### src/shared/tlip_pkg.sv
// Constants for the two-level interrupt prioritizer: source indices, vectors, timing.
// Assumes a single core clock; included by the prioritizer module only by package reference.
`default_nettype none

package tlip_pkg;

  localparam int unsigned NUM_SRC = 10;
  localparam int unsigned VEC_W = 8;

  // Source index equals natural rank minus one
  localparam int unsigned SRC_EXT0 = 0;
  localparam int unsigned SRC_TMR0 = 1;
  localparam int unsigned SRC_EXT1 = 2;
  localparam int unsigned SRC_TMR1 = 3;
  localparam int unsigned SRC_SER = 4;
  localparam int unsigned SRC_TMR2 = 5;
  localparam int unsigned SRC_EXT2 = 6;
  localparam int unsigned SRC_EXT3 = 7;
  localparam int unsigned SRC_EXT4 = 8;
  localparam int unsigned SRC_EXT5 = 9;

  // Vector addresses in rank order
  localparam logic [VEC_W-1:0] VEC_EXT0 = 8'h03;
  localparam logic [VEC_W-1:0] VEC_TMR0 = 8'h0B;
  localparam logic [VEC_W-1:0] VEC_EXT1 = 8'h13;
  localparam logic [VEC_W-1:0] VEC_TMR1 = 8'h1B;
  localparam logic [VEC_W-1:0] VEC_SER = 8'h23;
  localparam logic [VEC_W-1:0] VEC_TMR2 = 8'h2B;
  localparam logic [VEC_W-1:0] VEC_EXT2 = 8'h43;
  localparam logic [VEC_W-1:0] VEC_EXT3 = 8'h4B;
  localparam logic [VEC_W-1:0] VEC_EXT4 = 8'h53;
  localparam logic [VEC_W-1:0] VEC_EXT5 = 8'h5B;

  // Oscillator settling count after a stop-mode wake
  localparam int unsigned WAKE_CLOCKS = 65536;
  localparam int unsigned WAKE_CNT_W = 17;

  // Reset values
  localparam logic [VEC_W-1:0] VEC_RESET = 8'h00;
  localparam logic [NUM_SRC-1:0] PEND_RESET = 10'h000;

endpackage : tlip_pkg

`default_nettype wire

### src/verilog/tlip_prioritizer.sv
// Two-level interrupt prioritizer: ten sources, high/low level, fixed vectors.
// Assumes a core that acknowledges each taken vector and signals return from service.
// Functional notes
// - Ten sources, two levels, fixed natural ranks one through ten.
// - Each source has its own software-set high or low level select.
// - Timer two and external inputs two to five rank below originals.
// - External zero vectors 03h rank 1; timer zero 0Bh rank 2.
// - External one vectors 13h rank 3; timer one 1Bh rank 4.
// - Serial request is transmit-done OR receive-done, vector 23h rank 5.
// - Timer two vectors 2Bh rank 6; external two 43h rank 7.
// - External three, four, five vector 4Bh, 53h, 5Bh, ranks 8-10.
// - External two to five edge detected, wake stop, resume after 65536 clocks.
`default_nettype none

module tlip_prioritizer #(
  parameter int unsigned WAKE_CLOCKS = tlip_pkg::WAKE_CLOCKS
) (
  // Clock, reset, enable
  input wire logic clk,
  input wire logic rst,
  input wire logic clk_en,
  // Request sources, levels sampled each cycle
  input wire logic ext_req_zero,
  input wire logic timer_zero_overflow,
  input wire logic ext_req_one,
  input wire logic timer_one_overflow,
  input wire logic serial_tx_done_flag,
  input wire logic serial_rx_done_flag,
  input wire logic timer_two_overflow,
  input wire logic ext_req_two,
  input wire logic ext_req_three,
  input wire logic ext_req_four,
  input wire logic ext_req_five,
  // Software controls
  input wire logic [tlip_pkg::NUM_SRC-1:0] src_enable,
  input wire logic [tlip_pkg::NUM_SRC-1:0] src_high_level,
  input wire logic stop_mode_enter,
  // Core handshake
  input wire logic vector_ack,
  input wire logic service_return,
  output logic irq_valid,
  output logic [tlip_pkg::VEC_W-1:0] irq_vector,
  output logic [tlip_pkg::NUM_SRC-1:0] edge_pending,
  output logic in_service_high,
  output logic in_service_low,
  output logic core_halted
);

  ////////////////////////////////////////////////////////////////////////////
  // Request vector in natural-rank order

  logic [tlip_pkg::NUM_SRC-1:0] level_req;
  logic serial_port_request;
  logic [3:0] ext_hi_raw;
  logic [3:0] ext_prev;
  logic [3:0] next_ext_prev;
  logic [3:0] ext_edge;

  // Inputs two and four rise-detect, three and five fall-detect
  assign ext_hi_raw = {~ext_req_five, ext_req_four, ~ext_req_three, ext_req_two};
  assign ext_edge = ext_hi_raw & ~ext_prev;
  assign serial_port_request = serial_tx_done_flag | serial_rx_done_flag;

  // Original five first, additions after them
  always_comb begin
    level_req = '0;
    level_req[tlip_pkg::SRC_EXT0] = ext_req_zero;
    level_req[tlip_pkg::SRC_TMR0] = timer_zero_overflow;
    level_req[tlip_pkg::SRC_EXT1] = ext_req_one;
    level_req[tlip_pkg::SRC_TMR1] = timer_one_overflow;
    level_req[tlip_pkg::SRC_SER] = serial_port_request;
    level_req[tlip_pkg::SRC_TMR2] = timer_two_overflow;
  end

  ////////////////////////////////////////////////////////////////////////////
  // Edge flags for the added external inputs

  logic [tlip_pkg::NUM_SRC-1:0] next_edge_pending;
  logic [tlip_pkg::NUM_SRC-1:0] ack_clear;

  // Set wins over the clear from an acknowledge in the same cycle
  always_comb begin
    next_ext_prev = ext_hi_raw;
    next_edge_pending = edge_pending & ~ack_clear;
    next_edge_pending[tlip_pkg::SRC_EXT5:tlip_pkg::SRC_EXT2] =
      next_edge_pending[tlip_pkg::SRC_EXT5:tlip_pkg::SRC_EXT2] | ext_edge;
  end

  always_ff @(posedge clk) begin
    if (rst) begin
      ext_prev <= 4'h0;
      edge_pending <= tlip_pkg::PEND_RESET;
    end else if (clk_en) begin
      ext_prev <= next_ext_prev;
      edge_pending <= next_edge_pending;
    end
  end

  ////////////////////////////////////////////////////////////////////////////
  // Arbitration

  logic [tlip_pkg::NUM_SRC-1:0] active;
  logic [tlip_pkg::NUM_SRC-1:0] hi_req;
  logic [tlip_pkg::NUM_SRC-1:0] lo_req;
  logic win_found;
  logic win_high;
  logic [3:0] win_idx;
  logic [tlip_pkg::VEC_W-1:0] win_vec;

  function automatic logic [tlip_pkg::VEC_W-1:0] vec_of(input logic [3:0] idx);
    logic [tlip_pkg::VEC_W-1:0] v;
    v = tlip_pkg::VEC_RESET;
    unique case (idx)
      4'h0: v = tlip_pkg::VEC_EXT0;
      4'h1: v = tlip_pkg::VEC_TMR0;
      4'h2: v = tlip_pkg::VEC_EXT1;
      4'h3: v = tlip_pkg::VEC_TMR1;
      4'h4: v = tlip_pkg::VEC_SER;
      4'h5: v = tlip_pkg::VEC_TMR2;
      4'h6: v = tlip_pkg::VEC_EXT2;
      4'h7: v = tlip_pkg::VEC_EXT3;
      4'h8: v = tlip_pkg::VEC_EXT4;
      4'h9: v = tlip_pkg::VEC_EXT5;
      default: v = tlip_pkg::VEC_RESET;
    endcase
    return v;
  endfunction : vec_of

  // Per-source level select splits requests into two pools
  assign active = (level_req | edge_pending) & src_enable;
  assign hi_req = active & src_high_level;
  assign lo_req = active & ~src_high_level;

  // Nothing at or below the level in service may win; lowest index wins in a pool
  always_comb begin
    win_found = 1'b0;
    win_high = 1'b0;
    win_idx = 4'h0;
    if (!in_service_high) begin
      for (int i = tlip_pkg::NUM_SRC - 1; i >= 0; i--) begin
        if (hi_req[i]) begin
          win_found = 1'b1;
          win_high = 1'b1;
          win_idx = 4'(i);
        end
      end
      if (!win_found && !in_service_low) begin
        for (int i = tlip_pkg::NUM_SRC - 1; i >= 0; i--) begin
          if (lo_req[i]) begin
            win_found = 1'b1;
            win_idx = 4'(i);
          end
        end
      end
    end
  end

  assign win_vec = vec_of(win_idx);

  ////////////////////////////////////////////////////////////////////////////
  // Service tracking and vector output

  logic next_irq_valid;
  logic [tlip_pkg::VEC_W-1:0] next_irq_vector;
  logic [3:0] irq_idx;
  logic [3:0] next_irq_idx;
  logic irq_high;
  logic next_irq_high;
  logic next_in_service_high;
  logic next_in_service_low;
  logic taken;

  assign taken = irq_valid && vector_ack && !core_halted;

  // Acknowledge clears the edge flag of the served source only
  always_comb begin
    ack_clear = '0;
    if (taken) begin
      ack_clear[irq_idx] = 1'b1;
    end
  end

  // Vector is registered; it re-evaluates every cycle so a preemptor replaces a waiter
  always_comb begin
    next_in_service_high = in_service_high;
    next_in_service_low = in_service_low;
    if (service_return) begin
      // Return closes the highest level in service first
      if (in_service_high) begin
        next_in_service_high = 1'b0;
      end else begin
        next_in_service_low = 1'b0;
      end
    end
    if (taken) begin
      if (irq_high) begin
        next_in_service_high = 1'b1;
      end else begin
        next_in_service_low = 1'b1;
      end
    end
    next_irq_valid = win_found && !taken && !core_halted;
    next_irq_vector = win_found ? win_vec : tlip_pkg::VEC_RESET;
    next_irq_idx = win_idx;
    next_irq_high = win_high;
  end

  always_ff @(posedge clk) begin
    if (rst) begin
      irq_valid <= 1'b0;
      irq_vector <= tlip_pkg::VEC_RESET;
      irq_idx <= 4'h0;
      irq_high <= 1'b0;
      in_service_high <= 1'b0;
      in_service_low <= 1'b0;
    end else if (clk_en) begin
      irq_valid <= next_irq_valid;
      irq_vector <= next_irq_vector;
      irq_idx <= next_irq_idx;
      irq_high <= next_irq_high;
      in_service_high <= next_in_service_high;
      in_service_low <= next_in_service_low;
    end
  end

  ////////////////////////////////////////////////////////////////////////////
  // Stop mode and oscillator settling

  typedef enum logic [1:0] {ST_RUN, ST_STOP, ST_SETTLE} tlip_pwr_type;

  localparam logic [tlip_pkg::WAKE_CNT_W-1:0] WAKE_LAST = tlip_pkg::WAKE_CNT_W'(WAKE_CLOCKS - 1);

  tlip_pwr_type pwr_state;
  tlip_pwr_type next_pwr_state;
  logic [tlip_pkg::WAKE_CNT_W-1:0] wake_cnt;
  logic [tlip_pkg::WAKE_CNT_W-1:0] next_wake_cnt;

  // Only the edge-detected inputs can wake; internal sources need a clock that is off
  always_comb begin
    next_pwr_state = pwr_state;
    next_wake_cnt = wake_cnt;
    unique case (pwr_state)
      ST_RUN: begin
        if (stop_mode_enter) begin
          next_pwr_state = ST_STOP;
        end
      end
      ST_STOP: begin
        if (|(ext_edge & src_enable[tlip_pkg::SRC_EXT5:tlip_pkg::SRC_EXT2])) begin
          next_pwr_state = ST_SETTLE;
          next_wake_cnt = '0;
        end
      end
      ST_SETTLE: begin
        if (wake_cnt == WAKE_LAST) begin
          next_pwr_state = ST_RUN;
        end else begin
          next_wake_cnt = wake_cnt + 1'b1;
        end
      end
    endcase
  end

  always_ff @(posedge clk) begin
    if (rst) begin
      pwr_state <= ST_RUN;
      wake_cnt <= '0;
    end else if (clk_en) begin
      pwr_state <= next_pwr_state;
      wake_cnt <= next_wake_cnt;
    end
  end

  assign core_halted = (pwr_state != ST_RUN);

endmodule : tlip_prioritizer

`default_nettype wire
### config.mk
export PLATFORM = sky130hd
export DESIGN_NAME = tlip_prioritizer
export DESIGN_NICKNAME = d
export VERILOG_FILES = /design/src/shared/tlip_pkg.sv /design/src/verilog/tlip_prioritizer.sv
export SDC_FILE = /design/constraint.sdc
export NUM_CORES = 1
export LEC_CHECK = 0
export BUFFER_PORTS_ARGS = -buffer_cell sky130_fd_sc_hd__buf_2
export CORE_UTILIZATION = 45
export CTS_CLUSTER_SIZE = 8
export DETAILED_ROUTE_END_ITERATION = 8
export PLACE_DENSITY = 0.8
export SYNTH_ARGS = -nofsm -noshare
export SYNTH_HDL_FRONTEND = slang
export SYNTH_SLANG_ARGS = --single-unit
### constraint.sdc
create_clock -name clk -period 2.2 [get_ports clk]
set_input_delay 0.22 -clock clk [delete_from_list [all_inputs] [get_ports clk]]
set_output_delay 0.22 -clock clk [all_outputs]
set_load 0.02 [all_outputs]
==> out/metrics.csv <==
metric;value;unit
status;completed;
drtAntennaViolNets;0;
drive_gt1_share;26.2;%
cts_root_buf;clkbuf_8;
worstReg2RegStart;wake_cnt[11];
clkSinkCount;46;
area_delta_synth_final;20.1;%
grt_busiest_layer;met2;
fin_util;55.8;%
synth.most_common_cell;dfxtp_1;
grt_pass1_vias;2319;
tightest_slew;0.584;ns
finClkSkew;0.0103;ns
cts_buffers;5;
critPathCaptureType;flop;
hold_end;ext_prev[1];
synthFlopType;dfxtp_1;
antenna_found_initial;0;
grt.overflow.total;0;
critPathRequiredTime;2.39;ns
slew_violations;0;
crit_slowest_cell;a2111oi_4;
grtUsageMet1;25.9;%
cts_tree;yes;
p_leak;1.21;nW
dr.pass1.iters;4;
cts_hold_buffers;0;
routedWlPerCell;14.3;um
fin_crit_sh;93.8;%
final-hold-violation-count;0;
layout.nets;403;
syn_inst;299;
gp_congestion;0.835;
drt_iter0_drc;100;
rows;27;
cpPeakStageDelay;0.36;ns
p_per_area;607;mW/mm^2
viasPerCell;5.71;
max_freq;485;MHz
syn-cell-area;0.00254;sq mm
grt_use_met3;4.52;%
worst-path-buf-inv;0;
hp-class;in2reg;
die_x;77.2;um
setup_tns;0;ns
grtUsageMet2;36.7;%
path_common_cell;and3_1;
worstSkewPairLatency;0.30;ns
yosysSeqAreaShare;36.2;%
relSlewSlack;61.0;%
cp_max_fo;5;
ios;59;
synth.distinct_cells;56;
yosys-top-cells-count;dfxtp_1, nor2_1, nand2_1;
antenna_cells;0;
die_h;77.2;um
min_path_cells;2;
worst_ir_drop_vdd;0.464;mV
grt.total_usage;21.3;%
die_area;0.00596;sq mm
setup_viol;0;
hold_path.startpoint;ext_req_three;
r2r_end;wake_cnt[5];
min_period;2.06;ns
cp_top_family;simple AND/OR/NAND/NOR gates;
worstSetupPathType;reg2reg;
rrSetupSlack;0.14;ns
synth_seq_cells;46;
wirelength;6.19;mm
htree_num_levels;2;
grt_pass1_wl;10.3;mm
ys_top_cells_by_area;dfxtp_1, nor2_1, nand2_1;
initial_core_util;46.5;%
start_kind;flop;
cap_viol_max_count;0;
portBuffers;56;
core;0.00547;sq mm
synth.top_cell.area_share;36.2;%
synthArstFlopShare;0;%
synth_warnings;0;
synth-edff-count;0;
vias;2479;
avgSynthCellArea;8.51;sq um
critPathArrivalTime;2.25;ns
crit_chain;and3_1, and3_1, nand2_1, nor2_1, ha_1, nand2_1, o21ai_2, a2111oi_4, and3_1, xnor2_1, nor2_1;
dpl.hpwl;4.69;mm
cts_setup_buffers;0;
yosys.area.top_type;dfxtp_1;
drc;0;
grt_max_degree;20;
clockBufferDepth;2;
reg2reg_depth;11;
cts.clk_slew.worst_paths;0.09;ns
## state kept, by name (all words and copies together), names as in the netlist
| name | count |
|---|---|
| wake_cnt | 17 |
| edge_pending | 10 |
| irq_vector | 5 |
| ext_prev | 4 |
| irq_idx | 4 |
| pwr_state | 2 |
| in_service_high | 1 |
| in_service_low | 1 |
| irq_high | 1 |
| irq_valid | 1 |
## per-stage QoR
stage	power [mW]	instance area, sq um	cells	worst slack [ns]	hold WS, ns
5_1_grt	1.94	3050	434	-0.00159	0.139
6_report	1.86	3050	434	0.137	0.121
4_1_cts	1.86	3040	433	0.0258	0.113
3_5_place_dp	1.24	2910	425	-0.106	0.437
3_3_place_gp	1.23	2910	425	0.0400	0.433
2_1_floorplan	1.13	2550	300	0.103	0.319
## cell families after synthesis
family          share of synthesized area, %
xor+xnor                                4.48
compound gates                          23.1
simple gates                            27.5
other cells                            0.147
fa+ha+maj                               2.46
flops                                   36.2
buf+inv                                 4.13
mux                                     1.97
## routing by layer
layer	wire length (um)	vias up	share of wire, %
met5	0	-	0
met4	98	0	1.6
met3	398	9	6.4
met2	2980	86	48
met1	2710	1169	44
li1	-	1215	-
## cell type report
class                           count  area, sq um
Clock inverter                      2         37.5
Inverter                           10         37.5
Clock buffer                        6         72.6
Sequential cell                    46          921
Fill cell                         503         2420
Multi-Input combinational cell    234         1560
Timing Repair Buffer               64          340
Tap cell                           72         90.1
## how the worst max path moves through the flow
stage / from / end / cells past startpoint
2_1_floorplan: wake_cnt[3] / wake_cnt[12] / 12
3_3_place_gp: wake_cnt[12] / wake_cnt[8] / 11
3_5_place_dp: wake_cnt[11] / wake_cnt[9] / 11
4_1_cts: wake_cnt[11] / wake_cnt[5] / 11
5_1_grt: wake_cnt[11] / wake_cnt[13] / 11
6_report: wake_cnt[11] / wake_cnt[5] / 11
## layout by cell type, fill, tap and decap left out, types with 6 or more instances in the layout
master	n
a21oi_1	16
buf_2	56
buf_4	8
dfxtp_1	46
inv_1	10
nand2_1	30
nand3_1	16
nor2_1	42
nor3_1	6
o21ai_0	11
xnor2_1	9
## worst reg2reg max path: cells and delay by family (launching register included)
| family | cells | cell delay, ns |
|---|---|---|
| compound gates | 2 | 0.46 |
| xor+xnor | 1 | 0.11 |
| fa+ha+maj | 1 | 0.20 |
| flops | 1 | 0.34 |
| simple gates | 7 | 0.85 |
## power by group
group | internal [mW] | switching, mW
Combinational | 0.132 | 0.208
Sequential | 0.861 | 0.0277
Clock | 0.339 | 0.287
Total | 1.33 | 0.523
## what timing repair did
item                                    CTS  global route
gates resized for setup                   3             1
pin swaps                                 0             2
gates cloned                              0             1
endpoints found under the setup margin    3            14
(Power assumes the default switching activity.)
